$ cat src/common/curve_setup_pkg.sv
`default_nettype none
package curve_setup_pkg;

	////////////////////////////////////////////////////////////////////////////
	// Register byte addresses on the peripheral bus
	localparam logic [31:0] POINTERS_ADDR = 32'h5000_6000;
	localparam logic [31:0] COMMAND_ADDR  = 32'h5000_6004;

	////////////////////////////////////////////////////////////////////////////
	// Field positions and widths
	localparam int PTR_W        = 5;
	localparam int PTR_A_LSB    = 0;
	localparam int PTR_B_LSB    = 8;
	localparam int RESULT_LSB   = 16;
	localparam int LEN_W        = 8;
	localparam int LEN_LSB      = 8;
	localparam int FIELD_BIT    = 7;
	localparam int SIGN_A_BIT   = 29;
	localparam int SIGN_B_BIT   = 30;
	localparam int RECALC_BIT   = 31;
	localparam int BITS_W       = 14;

	// Writable bits; the rest are reserved and read zero, except command bit 31, which reads the recalc request
	localparam logic [31:0] POINTERS_MASK = 32'h001f_1f1f;
	localparam logic [31:0] COMMAND_MASK  = 32'h6000_ff80;

	////////////////////////////////////////////////////////////////////////////
	// Reset values
	localparam logic [31:0] POINTERS_RESET = 32'h0000_0000;
	localparam logic [31:0] COMMAND_RESET  = 32'h0000_0000;

	////////////////////////////////////////////////////////////////////////////
	// Operand length codes, in 64-bit double words
	localparam int          DWORD_SHIFT = 6;
	localparam logic [7:0]  LEN_128     = 8'h02;
	localparam logic [7:0]  LEN_192     = 8'h03;
	localparam logic [7:0]  LEN_256     = 8'h04;

	// Default log2 of the largest operand space in bits
	localparam int MAX_SPACE_LOG2 = 12;

	////////////////////////////////////////////////////////////////////////////
	// Types
	typedef enum logic {
		FIELD_PRIME  = 1'b0,
		FIELD_BINARY = 1'b1
	} field_type;

	typedef enum logic [2:0] {
		PROF_CUSTOM      = 3'h0,
		PROF_GENERIC_128 = 3'h1,
		PROF_PRIME_192   = 3'h2,
		PROF_PRIME_256   = 3'h3,
		PROF_BINARY_192  = 3'h4,
		PROF_BINARY_256  = 3'h5
	} profile_type;

	typedef enum logic [1:0] {
		RC_IDLE    = 2'b00,
		RC_PENDING = 2'b01,
		RC_ACTIVE  = 2'b11
	} recalc_state_type;

	typedef struct packed {
		logic [PTR_W-1:0] operand_a_pointer;
		logic [PTR_W-1:0] operand_b_pointer;
		logic [PTR_W-1:0] result_pointer;
		logic [LEN_W-1:0] operand_length;
		field_type        field;
		logic             coeff_a_sign;
		logic             coeff_b_sign;
	} engine_setup_type;

endpackage
`default_nettype wire

$ cat src/logic/curve_engine_operand_setup.sv
// Implementation choice: the Wishbone interface to the registers.
`timescale 1ns/1ps
`default_nettype none
// Overview of operation
// [RULE1] Config bits 12:8 locate operand B
// [RULE2] Config bits 4:0 locate operand A
// [RULE3] Config bits 20:16 locate the result
// [RULE4] Recalc bit forces R mod N computation
// [RULE5] Engine clears recalc; writing zero ignored
// [RULE6] Software sets recalc after new modulus
// [RULE7] Command bit 30 is coefficient B sign
// [RULE8] Command bit 29 is coefficient A sign
// [RULE9] Command bits 15:8 give length in dwords
// [RULE10] Software keeps length within maximum space
// [RULE11] Code 0x02 selects 128-bit generic operands
// [RULE12] Prime field: 0x03 192-bit, 0x04 256-bit
// [RULE13] Binary field: 0x03 192-bit, 0x04 256-bit
// [RULE14] Command bit 7 selects prime or binary
// [RULE15] Reserved bits read zero; fields reset zero
module curve_engine_operand_setup #(
	parameter int MAX_OPERAND_SPACE_PARAM = curve_setup_pkg::MAX_SPACE_LOG2
) (
	input  wire logic                             clk_i,
	input  wire logic                             rst_i,
	input  wire logic                             wb_cyc_i,
	input  wire logic                             wb_stb_i,
	input  wire logic                             wb_we_i,
	input  wire logic [31:0]                      wb_adr_i,
	input  wire logic [3:0]                       wb_sel_i,
	input  wire logic [31:0]                      wb_dat_i,
	output logic      [31:0]                      wb_dat_o,
	output logic                                  wb_ack_o,
	input  wire logic                             op_start_i,
	input  wire logic                             recalc_done_i,
	output curve_setup_pkg::engine_setup_type     setup_o,
	output logic                                  recalc_request_o,
	output logic                                  recalc_with_op_o,
	output curve_setup_pkg::profile_type          profile_o,
	output logic [curve_setup_pkg::BITS_W-1:0]    operand_bits_o,
	output logic                                  length_ok_o
);
	import curve_setup_pkg::*;

	////////////////////////////////////////////////////////////////////////////
	// Declarations
	logic        take;
	logic        wr_stb;
	logic        rd_stb;
	logic        hit_pointers;
	logic        hit_command;
	logic [31:0] lane_mask;
	logic [31:0] pointers_r;
	logic [31:0] pointers_nxt;
	logic [31:0] command_r;
	logic [31:0] command_nxt;
	logic [31:0] read_value;
	logic [31:0] dat_r;
	logic        recalc_set;
	logic        recalc_pending;
	logic        recalc_with_op;
	profile_type profile_r;
	profile_type profile_nxt;
	logic [BITS_W-1:0] bits_r;
	logic [BITS_W-1:0] bits_nxt;
	logic        length_ok_r;
	logic        length_ok_nxt;
	logic [LEN_W-1:0] cur_length;
	field_type   cur_field;

	////////////////////////////////////////////////////////////////////////////
	// Bus handshake: ack follows a take by one cycle
	wb_classic_port u_port (
		.clk_i  (clk_i),
		.rst_i  (rst_i),
		.cyc_i  (wb_cyc_i),
		.stb_i  (wb_stb_i),
		.take_o (take),
		.ack_o  (wb_ack_o)
	);

	// Address decode; unmapped addresses still ack and read zero
	assign hit_pointers = (wb_adr_i == POINTERS_ADDR);
	assign hit_command  = (wb_adr_i == COMMAND_ADDR);
	assign wr_stb       = take && wb_we_i;
	assign rd_stb       = take && !wb_we_i;

	// One byte-lane mask bit group per select line
	genvar lane;
	generate
		for (lane = 0; lane < 4; lane++) begin : g_lane
			assign lane_mask[lane*8 +: 8] = {8{wb_sel_i[lane]}};
		end
	endgenerate

	////////////////////////////////////////////////////////////////////////////
	// Pointer register: merge selected lanes, reserved bits forced to zero
	always_comb begin
		pointers_nxt = pointers_r;
		if (wr_stb && hit_pointers) begin
			pointers_nxt = ((pointers_r & ~lane_mask) | (wb_dat_i & lane_mask))
				& POINTERS_MASK; // [RULE15]
		end
	end

	// Pointer storage feeding the engine fetch and store ports
	always_ff @(posedge clk_i) begin
		if (rst_i) begin
			pointers_r <= POINTERS_RESET; // [RULE15]
		end else begin
			pointers_r <= pointers_nxt; // [RULE1] [RULE2] [RULE3]
		end
	end

	////////////////////////////////////////////////////////////////////////////
	// Command register; the recalc bit lives in the tracker, not here
	always_comb begin
		command_nxt = command_r;
		if (wr_stb && hit_command) begin
			command_nxt = ((command_r & ~lane_mask) | (wb_dat_i & lane_mask))
				& COMMAND_MASK; // [RULE15]
		end
	end

	// Signs, length and field held for the engine
	always_ff @(posedge clk_i) begin
		if (rst_i) begin
			command_r <= COMMAND_RESET; // [RULE15]
		end else begin
			command_r <= command_nxt; // [RULE7] [RULE8] [RULE9] [RULE14]
		end
	end

	////////////////////////////////////////////////////////////////////////////
	// Recalc request: only a written one counts; a zero does nothing
	// Software raises it after loading a new modulus [RULE6]
	assign recalc_set = wr_stb && hit_command && wb_sel_i[3]
		&& wb_dat_i[RECALC_BIT]; // [RULE4] [RULE5]

	recalc_tracker u_recalc (
		.clk_i      (clk_i),
		.rst_i      (rst_i),
		.set_i      (recalc_set),
		.op_start_i (op_start_i),
		.done_i     (recalc_done_i),
		.pending_o  (recalc_pending),
		.with_op_o  (recalc_with_op)
	);

	assign recalc_request_o = recalc_pending; // [RULE4]
	assign recalc_with_op_o = recalc_with_op;

	////////////////////////////////////////////////////////////////////////////
	// Setup fields handed to the datapath
	assign setup_o.operand_a_pointer = pointers_r[PTR_A_LSB +: PTR_W]; // [RULE2]
	assign setup_o.operand_b_pointer = pointers_r[PTR_B_LSB +: PTR_W]; // [RULE1]
	assign setup_o.result_pointer    = pointers_r[RESULT_LSB +: PTR_W]; // [RULE3]
	assign setup_o.operand_length    = command_r[LEN_LSB +: LEN_W]; // [RULE9]
	assign setup_o.field             = field_type'(command_r[FIELD_BIT]); // [RULE14]
	assign setup_o.coeff_a_sign      = command_r[SIGN_A_BIT]; // [RULE8]
	assign setup_o.coeff_b_sign      = command_r[SIGN_B_BIT]; // [RULE7]

	assign cur_length = command_r[LEN_LSB +: LEN_W];
	assign cur_field  = field_type'(command_r[FIELD_BIT]);

	////////////////////////////////////////////////////////////////////////////
	// Length decode; registered so the datapath sees a clean, glitch-free code
	always_comb begin
		profile_nxt = PROF_CUSTOM;
		case (cur_length)
			LEN_128: begin
				profile_nxt = PROF_GENERIC_128; // [RULE11]
			end
			LEN_192: begin
				profile_nxt = (cur_field == FIELD_BINARY) ? PROF_BINARY_192
					: PROF_PRIME_192; // [RULE12] [RULE13]
			end
			LEN_256: begin
				profile_nxt = (cur_field == FIELD_BINARY) ? PROF_BINARY_256
					: PROF_PRIME_256; // [RULE12] [RULE13]
			end
			default: begin
				profile_nxt = PROF_CUSTOM;
			end
		endcase
	end

	// Width in bits and a limit check; the limit is only advisory
	always_comb begin
		bits_nxt      = BITS_W'({6'h00, cur_length} << DWORD_SHIFT); // [RULE9]
		length_ok_nxt = (cur_length != 8'h00)
			&& (32'(bits_nxt) <= (32'h1 << MAX_OPERAND_SPACE_PARAM)); // [RULE10]
	end

	// Decoded length outputs
	always_ff @(posedge clk_i) begin
		if (rst_i) begin
			profile_r   <= PROF_CUSTOM;
			bits_r      <= '0;
			length_ok_r <= 1'b0;
		end else begin
			profile_r   <= profile_nxt;
			bits_r      <= bits_nxt;
			length_ok_r <= length_ok_nxt;
		end
	end

	assign profile_o      = profile_r;
	assign operand_bits_o = bits_r;
	assign length_ok_o    = length_ok_r;

	////////////////////////////////////////////////////////////////////////////
	// Read path; bit 31 shows the live recalc request
	always_comb begin
		read_value = 32'h0000_0000;
		if (hit_pointers) begin
			read_value = pointers_r & POINTERS_MASK; // [RULE15]
		end else if (hit_command) begin
			read_value = (command_r & COMMAND_MASK)
				| ({31'h0, recalc_pending} << RECALC_BIT); // [RULE5]
		end
	end

	// Read data captured at the take, held for the ack cycle
	always_ff @(posedge clk_i) begin
		if (rst_i) begin
			dat_r <= 32'h0000_0000;
		end else if (rd_stb) begin
			dat_r <= read_value;
		end else if (take) begin
			dat_r <= 32'h0000_0000;
		end
	end

	assign wb_dat_o = dat_r;
endmodule
`default_nettype wire

$ cat src/logic/wb_classic_port.sv
`timescale 1ns/1ps
`default_nettype none
module wb_classic_port (
	input  wire logic clk_i,
	input  wire logic rst_i,
	input  wire logic cyc_i,
	input  wire logic stb_i,
	output logic      take_o,
	output logic      ack_o
);
	logic ack_r;

	// New request only when no ack is standing, so each cycle answers once
	assign take_o = cyc_i && stb_i && !ack_r;
	assign ack_o  = ack_r;

	////////////////////////////////////////////////////////////////////////////
	// Ack one cycle after the take, dropped in the following cycle
	always_ff @(posedge clk_i) begin
		if (rst_i) begin
			ack_r <= 1'b0;
		end else begin
			ack_r <= take_o;
		end
	end
endmodule
`default_nettype wire

$ cat src/logic/recalc_tracker.sv
`timescale 1ns/1ps
`default_nettype none
module recalc_tracker
	import curve_setup_pkg::*;
(
	input  wire logic       clk_i,
	input  wire logic       rst_i,
	input  wire logic       set_i,
	input  wire logic       op_start_i,
	input  wire logic       done_i,
	output logic            pending_o,
	output logic            with_op_o
);
	recalc_state_type state_r;
	recalc_state_type state_nxt;

	////////////////////////////////////////////////////////////////////////////
	// A set in the same cycle as done wins, so no new request is lost
	always_comb begin
		state_nxt = state_r;
		case (state_r)
			RC_IDLE: begin
				if (set_i) begin
					state_nxt = RC_PENDING;
				end
			end
			RC_PENDING: begin
				if (done_i) begin
					state_nxt = set_i ? RC_PENDING : RC_IDLE; // [RULE5]
				end else if (op_start_i) begin
					state_nxt = RC_ACTIVE; // [RULE4]
				end
			end
			RC_ACTIVE: begin
				if (done_i) begin
					state_nxt = set_i ? RC_PENDING : RC_IDLE; // [RULE5]
				end
			end
			default: begin
				state_nxt = RC_IDLE;
			end
		endcase
	end

	// State register
	always_ff @(posedge clk_i) begin
		if (rst_i) begin
			state_r <= RC_IDLE;
		end else begin
			state_r <= state_nxt;
		end
	end

	assign pending_o = (state_r != RC_IDLE);
	assign with_op_o = (state_r == RC_ACTIVE);
endmodule
`default_nettype wire

$ cat config.mk
export PLATFORM = sky130hd
export DESIGN_NAME = curve_engine_operand_setup
export DESIGN_NICKNAME = d
export VERILOG_FILES = /design/src/common/curve_setup_pkg.sv /design/src/logic/curve_engine_operand_setup.sv /design/src/logic/wb_classic_port.sv /design/src/logic/recalc_tracker.sv
export SDC_FILE = /design/constraint.sdc
export NUM_CORES = 1
export LEC_CHECK = 0
export CAP_MARGIN = 20
export CORE_MARGIN = 4
export CORE_UTILIZATION = 44
export DETAILED_ROUTE_END_ITERATION = 10
export DONT_BUFFER_PORTS = 1
export PLACE_DENSITY = 0.63
export SETUP_SLACK_MARGIN = 0.4
export SLEW_MARGIN = 20
export SYNTH_ARGS = -nofsm -noshare
export SYNTH_HDL_FRONTEND = slang
export SYNTH_SLANG_ARGS = --single-unit
$ cat constraint.sdc
create_clock -name clk_i -period 2.2 [get_ports clk_i]
set_input_delay 0.11 -clock clk_i [delete_from_list [all_inputs] [get_ports clk_i]]
set_output_delay 0.11 -clock clk_i [all_outputs]
set_load 0.05 [all_outputs]
==> impl_metrics.csv, run 1 <==
group,metric,value,unit
setup_path,crit_arrival,2.06,ns
pwr,seq_power_share,48.6,%
setup_path,crit_path_end_kind,"flip-flop",
clocking,clk_pin_slew,0.07,ns
yosys,synthCells,239,
detailed_routing,first_pass_iters,4,
detailed_routing,vias,1891,
clocking,cts.path.max_buffers,2,
clocking,h-tree-depth,3,
floorplan,start_util,46.3,%
pwr,switching_share,24.1,%
timing,min_period_over_period,81.5,%
pwr,cellPowerDensity,730,mW/mm2
finish,syn_to_final_growth,23.3,%
floorplan,die_height,85.0,um
yosys,synth-seq-cells,63,
yosys,synth_top_family_by_area,"simple AND/OR/NAND/NOR gates",
min_path,holdPathStages,2,
detailed_routing,wire_per_inst,18.5,um
yosys,yosysUniqueCellTypes,40,
detailed_routing,drcViolationCount,0,
run_status,status,"finished clean",
global_route,antenna_found_initial,0,
global_route,grt_pass1_wl,10200,um
timing,fin_tns_setup,0,ns
yosys,yosys.area_share.simple,24.5,%
setup_path,r2r-start,"u_port.ack_o$_SDFF_PP0_",
global_route,gr-total-overflow,0,
detailed_routing,post_drt_via_cell_ratio,5.31,
setup_path,r2r-end,"wb_dat_o[0]$_SDFFE_PP0P_",
timing,fin_skew,0.00768,ns
min_path,hold_path.class,"primary input to flip-flop",
yosys,synth-compound-area-share,9.16,%
pwr,pwr-share-comb,6.4,%
setup_path,critPathLaunch,"u_port.ack_o$_SDFF_PP0_",
yosys,synth_area,0.00261,mm2
run,maxCapViolCount,0,
timing,fin_crit,1.79,ns
yosys,synth_fa_ha_area_share,0,%
finish,nets,354,
finish,layout_commonest_cell,"dfxtp_1",
yosys,synth_seq_area_share,48.3,%
timing,fmax,558,MHz
timing,hold_viol,0,
pwr,ir_worst_vdd,0.392,mV
global_route,grt_max_degree,45,
finish,drive_gt1_share,20.8,%
finish,layout_common_cells,"dfxtp_1 (62), nor2_1 (34), dlygate4sd3_1 (24)",
timing,final_max_slew_viol_count,0,
floorplan,coreArea,0.00564,mm2
yosys,yosysWarningCount,0,
global_route,grt_util_all_layers,17.9,%
floorplan,io-pin-count,154,
min_path,holdPathEnd,"profile_o[0]$_SDFF_PP0_",
yosys,synth_xor_area_share,0.671,%
finish,n_antenna_cell,0,
clocking,cts_made_buffers,9,
min_path,hold_path_startpoint,"rst_i",
placement,gp_congestion,0.726,
floorplan,num_rows,27,
clocking,cts_sinks,63,
placement,port_buffers,0,
detailed_routing,drt_iter0_drc,60,
setup_path,cp_max_fo,5,
pwr,power_switching,565,uW
timing,final-setup-viol-count,0,
finish,fin_area,0.00322,mm2
placement,place_area,0.00268,mm2
yosys,syn_area_per_cell,10.9,um2
setup_path,worstSetupPathType,"flip-flop to flip-flop",
detailed_routing,wirelength,6570,um
pwr,clkPwrFrac,45.0,%
yosys,muxShareOfSynthArea,11.0,%
floorplan,die_x,85.0,um
floorplan,die-area,0.00723,mm2
timing,worstMarginPinSlew,0.720,ns
pwr,p_leak,0.00125,uW
pwr,p_int,1780,uW
detailed_routing,final_antenna_net_count,0,
setup_path,critPathLaunchType,"flip-flop",
placement,dp_hpwl,4560,um
timing,rsz0062_at_grt,"true",
timing,relSlewSlack,52.0,%
setup_path,worstPathRequired,2.47,ns
global_route,grt_pass1_vias,1917,
clocking,cts_tree,"yes",
setup_path,worstRegToRegCells,6,
setup_path,r2r_slack,0.41,ns
clocking,insertion_delay,0.33,ns
clocking,cts-root-buf,"clkbuf_8",
[worst max-delay path, stage by stage (launching register included)]
cell	delay [ns]
dfxtp_4	0.34
nand3b_1	0.21
nand3b_4	0.20
or3_4	0.41
nor4_4	0.23
buf_4	0.21
a22o_1	0.12
[metal layers]
metal | GRT usage [%] | vias up | routed length, um
met5 | 0 | - | 0
met3 | 9.32 | 6 | 608
li1 | - | 906 | -
met4 | 5.04 | 0 | 55
met2 | 27.4 | 94 | 3060
met1 | 22.1 | 885 | 2840
[cell usage after synthesis, drive strengths merged]
cell type	count	share of area, %
mux2	5	2.2
mux2i	23	8.8
o21ai	3	0.58
dfxtp	63	48
nor4b	3	2.2
clkbuf	7	1.0
a21oi	4	0.77
xor2	1	0.34
nand4	2	1.1
and3b	1	0.34
buf	19	5.2
nand2	8	1.2
or3	2	0.67
and2	1	0.24
and4bb	1	0.48
nor3	4	0.77
a22oi	5	1.4
nor2	34	4.9
nor2b	10	2.4
a22o	16	5.4
nand3	3	0.77
xnor2	1	0.34
or2	1	0.24
o21ba	1	0.38
nand3b	2	1.1
a32oi	1	0.34
or4	2	0.58
nor3b	1	0.29
nor4	13	7.4
a21boi	1	0.29
conb	1	0.14
[logic make-up after synthesis]
| kind of cell | Yosys count |
|---|---|
| xor+xnor | 2 |
| mux | 28 |
| simple gates | 88 |
| flops | 63 |
| compound gates | 31 |
| other cells | 1 |
| buf+inv | 26 |
[power groups by stage]
stage	logic (uW)	registers, uW	clock network, uW
final	151	1140	1060
after global placement	98.2	1170	0
after detailed placement	98.8	1170	0
after floorplan	127	1170	0
after global routing	159	1140	1150
after CTS	151	1140	1090
[layout make-up]
type	instances	area, um2
Tap cell	72	90.1
Multi-Input combinational cell	165	1250
Timing Repair Buffer	40	395
Sequential cell	63	1260
Fill cell	493	2420
Clock inverter	6	66.3
Clock buffer	10	149
[how the worst max path moves through the flow]
stage | end | slack [ns] | cells past startpoint
after floorplan | wb_dat_o[0]$_SDFFE_PP0P_ | 0.13 | 5
after global placement | wb_dat_o[16]$_SDFFE_PP0P_ | 0.32 | 4
after detailed placement | wb_dat_o[29]$_SDFFE_PP0P_ | 0.26 | 4
after CTS | wb_dat_o[20]$_SDFFE_PP0P_ | 0.39 | 6
after global routing | wb_dat_o[2]$_SDFFE_PP0P_ | 0.33 | 6
final | wb_dat_o[0]$_SDFFE_PP0P_ | 0.41 | 6
[metrics by stage]
| stage | util [%] | instances | setup WS [ns] | hold slack (ns) | power (uW) |
|---|---|---|---|---|---|
| final | 57.0 | 356 | 0.408 | 0.0212 | 2350 |
| after global routing | 57.0 | 356 | 0.326 | 0.0345 | 2440 |
| after CTS | 56.6 | 355 | 0.393 | 0.00212 | 2380 |
| after detailed placement | 47.5 | 311 | 0.262 | 0.183 | 1270 |
| after global placement | 47.5 | 311 | 0.320 | 0.183 | 1260 |
| after floorplan | - | 254 | 0.129 | 0.187 | 1300 |
[timing repair]
item                                    in CTS  in global routing
endpoints found under the setup margin      28                 37
endpoints found under the hold margin       44                  0
gates resized for setup                      4                  6
gates cloned                                 0                  1
hold buffers                                25                  0
setup buffers                                3                  0
pin swaps                                    3                  3
Note: power is estimated with default switching activity, not from simulation.
==> run 2, diff against run 1 <==
==> constraint.sdc (replaced) <==
create_clock -name clk_i -period 1.7 [get_ports clk_i]
set_input_delay 0.085 -clock clk_i [delete_from_list [all_inputs] [get_ports clk_i]]
set_output_delay 0.085 -clock clk_i [all_outputs]
set_load 0.05 [all_outputs]
==> run 2 against run 1 <==
  * The flow now finishes with violations (hold timing)
  * Cell count increased by 14%
  * First-iteration DRC count increased by 13%
  * Combinational power is 36% higher
  * Sequential share of layout area fell by 4.9 points
  * Critical endpoint is now wb_dat_o[18]$_SDFFE_PP0P_
  * Largest power group unchanged
==> impl_metrics.csv, run 2 (synthesis gave the netlist of run 1 again) <==
group,metric,value,unit
run_status,status,"complete, but fails checks",
run_status,violations,"hold timing",
setup_path,worstPathRequired,1.97,ns
floorplan,num_rows,27,
pwr,p_leak,0.00154,uW
detailed_routing,drt_iter0_drc,68,
setup_path,critPathMaxStageDelay,0.37,ns
floorplan,die-area,0.00723,mm2
finish,multi_input_area,0.00138,mm2
finish,nets,403,
clocking,cts_sinks,63,
placement,dp_hpwl,4940,um
setup_path,crit_chain,"nand3b_1, nand3b_4, or3_4, nor4_4, buf_4, a22o_1",
timing,rsz0062_at_grt,"true",
setup_path,crit_arrival,1.93,ns
placement,port_buffers,0,
finish,layout_commonest_cell,"dfxtp_1",
setup_path,timing.critical_path.to,"wb_dat_o[18]$_SDFFE_PP0P_",
setup_path,crit_slowest_cell,"or3_4",
global_route,grt_pass1_wl,10400,um
setup_path,cp_max_fo,5,
timing,final_max_slew_viol_count,0,
finish,filler_cell_count,464,
detailed_routing,post_drt_via_cell_ratio,5.20,
floorplan,coreArea,0.00564,mm2
pwr,ir_worst_vdd,0.447,mV
timing,hold_viol,1,
timing,relSlewSlack,56.8,%
clocking,cts-root-buf,"clkbuf_8",
floorplan,die_x,85.0,um
floorplan,die_height,85.0,um
global_route,grt_max_degree,49,
global_route,antenna_found_initial,0,
finish,regArea,0.00127,mm2
timing,min_period_over_period,97.8,%
clocking,insertion_delay,0.33,ns
timing,final-setup-viol-count,0,
finish,n_antenna_cell,0,
clocking,cts_tree,"yes",
detailed_routing,vias,2106,
detailed_routing,wirelength,7120,um
setup_path,r2r_slack,0.04,ns
timing,worstMarginPinSlew,0.645,ns
floorplan,start_util,46.3,%
detailed_routing,wire_per_inst,17.6,um
placement,pre_cts_slack,-0.132,ns
timing,worst_slack,0.0370,ns
setup_path,r2r-end,"wb_dat_o[18]$_SDFFE_PP0P_",
clocking,cts_made_buffers,9,
clocking,clk_pin_slew,0.07,ns
timing,fin_tns_setup,0,ns
setup_path,worstSetupPathType,"flip-flop to flip-flop",
finish,syn_to_final_growth,42.0,%
timing,fin_crit,1.66,ns
floorplan,io-pin-count,154,
timing,fmax,601,MHz
placement,gp_congestion,0.748,
global_route,grt_util_all_layers,18.3,%
clocking,h-tree-depth,3,
setup_path,critPathLaunch,"u_port.ack_o$_SDFF_PP0_",
min_path,hold_path.class,"primary input to flip-flop",
pwr,cellPowerDensity,767,mW/mm2
finish,drive_gt1_share,39.6,%
setup_path,crit_path_end_kind,"flip-flop",
timing,fin_skew,0.00865,ns
setup_path,worstRegToRegCells,6,
finish,layout_common_cells,"dfxtp_1 (58), buf_4 (56), nor2_1 (34)",
detailed_routing,first_pass_iters,4,
global_route,gr-total-overflow,0,
global_route,grt_pass1_vias,2121,
clocking,cts.path.max_buffers,2,
detailed_routing,final_antenna_net_count,0,
timing,timing.hold.ws,-0.0417,ns
setup_path,r2r-start,"u_port.ack_o$_SDFF_PP0_",
setup_path,critPathLaunchType,"flip-flop",
detailed_routing,drcViolationCount,0,
run,maxCapViolCount,0,
[run 2: cell count changes in the layout (fill, tap and decap cells not counted), moves of 3 or more]
cell | before | now
o21ai_2 | 0 | 3
a22oi_1 | 5 | 0
dfxtp_1 | 62 | 58
buf_4 | 9 | 56
nor4_1 | 5 | 2
o21ai_0 | 3 | 0
a22oi_2 | 0 | 5
[run 2: repair_timing]
item	4_1_cts	5_1_grt
pin swaps	20	20
cloned	1	0
hold buffers	2	23
buffers inserted	2	1
gates resized for setup	27	12
endpoints found under the hold margin	47	46
endpoints found under the setup margin	52	53
[run 2: through the flow]
stage | power [uW] | hold slack, ns | std cells | cell area [um2] | util [%]
3_5_place_dp | 1640 | 0.157 | 360 | 3090 | 54.7
5_1_grt | 2940 | -0.0443 | 405 | 3710 | 65.7
4_1_cts | 2800 | -0.202 | 381 | 3410 | 60.4
3_3_place_gp | 1630 | 0.155 | 360 | 3090 | 54.7
2_1_floorplan | 1680 | 0.162 | 254 | 2690 | -
6_report | 2840 | -0.0417 | 405 | 3710 | 65.7
[run 2: worst max-delay path, delay by kind of cell (launching register included)]
family                 cells  cell delay (ns)
AOI/OAI and AO/OA          1             0.12
buffers and inverters      1             0.20
DFF                        1             0.34
and+or+nand+nor            4             0.94
[run 2: worst min-delay path by stage]
stage / to / from / depth (start not counted) / slack, ns
after global placement: u_port.ack_o$_SDFF_PP0_ / rst_i / 1 / 0.15
after detailed placement: flip-flop / rst_i / 1 / 0.16
after CTS: wb_dat_o[9]$_SDFFE_PP0P_ / rst_i / 1 / -0.20
after global routing: wb_dat_o[31]$_SDFFE_PP0P_ / wb_adr_i[2] / 2 / -0.04
final: wb_dat_o[31]$_SDFFE_PP0P_ / wb_adr_i[2] / 2 / -0.04
after floorplan: u_recalc.state_r[1]$_SDFFE_PP0P_ / recalc_done_i / 1 / 0.16
[run 2: area by class of cell]
class	count	area share, %
Multi-Input combinational cell	165	37.1
Sequential cell	63	34.4
Timing Repair Buffer	89	21.3
Clock buffer	13	4.29
Tap cell	72	2.43
Clock inverter	3	0.473
[run 2: metal layers]
metal | routed length (um) | track usage (%) | part of all wire (%) | up-vias
met4 | 123 | 8.06 | 1.7 | 0
met2 | 3510 | 30.7 | 49 | 87
met5 | 0 | 0 | 0 | -
met1 | 2880 | 21.1 | 40 | 1002
met3 | 608 | 6.02 | 8.5 | 12
li1 | - | - | - | 1005
[run 2: power by group]
group | internal, uW | switching, uW
registers | 1470 | 0.515
logic | 67.7 | 137
clock network | 605 | 561
==> run 3, diff against run 2 <==
--- a/config.mk
+++ b/config.mk
@@ -11,6 +11,7 @@
 export DETAILED_ROUTE_END_ITERATION = 10
 export DONT_BUFFER_PORTS = 1
 export PLACE_DENSITY = 0.63
+export RECOVER_POWER = 100
 export SETUP_SLACK_MARGIN = 0.4
 export SLEW_MARGIN = 20
 export SYNTH_ARGS = -nofsm -noshare
==> run 3 against run 2 <==
  * The flow still finishes with violations (hold timing)
  * Via count up 0.38%
  * Routed wire length up 0.22%
  * Clock power about the same
  * Clock skew down 0.00097 ns
  * Combinational power about the same
  * Final area down 5.7%
  * Worst hold slack better by 0.0017 ns
  * Largest cell class unchanged
  * First-iteration DRC count down 18%
  * Die area unchanged
  * Critical path depth unchanged
  * Cell count unchanged
  * Power down 0.21%
==> impl_metrics.csv, run 3 (synthesis gave the netlist of run 1 again) <==
group,metric,value,unit
run_status,status,"complete, but fails checks",
run_status,violations,"hold timing",
placement,place_area,0.00309,mm2
clocking,h-tree-depth,3,
timing,relSlewSlack,43.7,%
timing,final-setup-viol-count,0,
floorplan,coreArea,0.00564,mm2
min_path,hold_path.class,"primary input to flip-flop",
setup_path,worstSetupPathType,"flip-flop to flip-flop",
global_route,gr-total-overflow,0,
global_route,grt_pass1_wl,10400,um
placement,dp_hpwl,4940,um
setup_path,crit_arrival,1.93,ns
clocking,cts_tree,"yes",
setup_path,crit_slowest_cell,"or3_4",
detailed_routing,post_drt_via_cell_ratio,5.22,
setup_path,critPathMaxStageDelay,0.37,ns
clocking,clk_pin_slew,0.07,ns
clocking,cts_made_buffers,9,
floorplan,die_x,85.0,um
finish,syn_to_final_growth,33.9,%
finish,nets,403,
setup_path,worstPathRequired,1.97,ns
detailed_routing,first_pass_iters,4,
detailed_routing,drcViolationCount,0,
finish,drive_gt1_share,23.1,%
finish,final_core_util,62.0,%
global_route,grt_pass1_vias,2121,
detailed_routing,wirelength,7140,um
setup_path,r2r_slack,0.04,ns
floorplan,num_rows,27,
timing,fin_tns_setup,0,ns
floorplan,die-area,0.00723,mm2
pwr,p_leak,0.00135,uW
timing,worstMarginPinSlew,0.844,ns
finish,n_antenna_cell,0,
setup_path,crit_path_end_kind,"flip-flop",
setup_path,critPathLaunchType,"flip-flop",
detailed_routing,final_antenna_net_count,0,
detailed_routing,vias,2114,
setup_path,cp_max_fo,5,
finish,layout_common_cells,"dfxtp_1 (61), clkbuf_1 (46), nor2_1 (34)",
detailed_routing,drt_iter0_drc,56,
clocking,cts-root-buf,"clkbuf_8",
floorplan,die_height,85.0,um
timing,min_period_over_period,97.5,%
clocking,insertion_delay,0.33,ns
global_route,grt_max_degree,49,
timing,final_max_slew_viol_count,0,
placement,gp_congestion,0.748,
pwr,ir_worst_vdd,0.444,mV
placement,pre_cts_slack,-0.132,ns
timing,fin_crit,1.66,ns
floorplan,start_util,46.3,%
timing,timing.hold.ws,-0.0400,ns
finish,fin_area,0.00350,mm2
detailed_routing,wire_per_inst,17.6,um
timing,hold_viol,1,
timing,fmax,603,MHz
timing,fin_skew,0.00768,ns
pwr,cellPowerDensity,812,mW/mm2
global_route,antenna_found_initial,0,
timing,rsz0062_at_grt,"true",
finish,layout_commonest_cell,"dfxtp_1",
clocking,cts_sinks,63,
setup_path,crit_chain,"nand3b_1, nand3b_4, or3_4, nor4_4, buf_4, a22o_1",
placement,dp.cells,360,
timing,worst_slack,0.0423,ns
global_route,grt_util_all_layers,18.3,%
run,maxCapViolCount,0,
placement,port_buffers,0,
finish,stdcell_count,405,
clocking,cts.path.max_buffers,2,
floorplan,io-pin-count,154,
==> run 3: metrics by stage <==
step	hold slack [ns]	total power [uW]
after floorplan	0.162	1680
after global routing	-0.0443	2940
after global placement	0.155	1630
after detailed placement	0.157	1640
final	-0.0400	2840
after CTS	-0.202	2800
==> run 3: report_power, final <==
part           total, uW  switching, uW  leakage (uW)  internal [uW]
combinational        203            136      0.000748           66.7
sequential          1470          0.512      0.000509           1470
clock               1160            555     0.0000894            605
==> run 3: worst paths after layout <==
kind	start	endpoint	depth (start not counted)
worst max-delay path	u_port.ack_o$_SDFF_PP0_	wb_dat_o[18]$_SDFFE_PP0P_	6
worst min-delay path	wb_adr_i[2]	wb_dat_o[31]$_SDFFE_PP0P_	2
worst max register to register	u_port.ack_o$_SDFF_PP0_	wb_dat_o[18]$_SDFFE_PP0P_	6
worst min register to register	flip-flop	wb_dat_o[18]$_SDFFE_PP0P_	1
==> run 3: what timing repair did <==
action | CTS | global route
setup endpoints to repair | 52 | 53
buffers inserted | 2 | 1
hold buffers | 2 | 23
gates resized for setup | 27 | 12
pin swaps | 20 | 20
gates cloned | 1 | 0
hold endpoints to repair | 47 | 46
==> run 3: cell type report <==
class | instances | area (um2)
clock buffer | 13 | 159
timing repair buffer | 89 | 616
multi-input combinational | 165 | 1350
tap | 72 | 90.1
sequential | 63 | 1270
clock inverter | 3 | 17.5
fill | 508 | 2150
==> run 3: critical path: cells and delay by family, from the launching register on <==
| kind | cells | cell delay [ns] |
|---|---|---|
| buf+inv | 1 | 0.20 |
| simple gates | 4 | 0.94 |
| flops | 1 | 0.34 |
| compound gates | 1 | 0.12 |
==> run 3: per-layer routing <==
metal | GRT usage, % | vias up | part of all wire [%]
li1 | - | 1003 | -
met1 | 21.1 | 1004 | 41
met2 | 30.7 | 93 | 49
met3 | 6.02 | 14 | 8.1
met4 | 8.06 | 0 | 1.8
met5 | 0 | - | 0
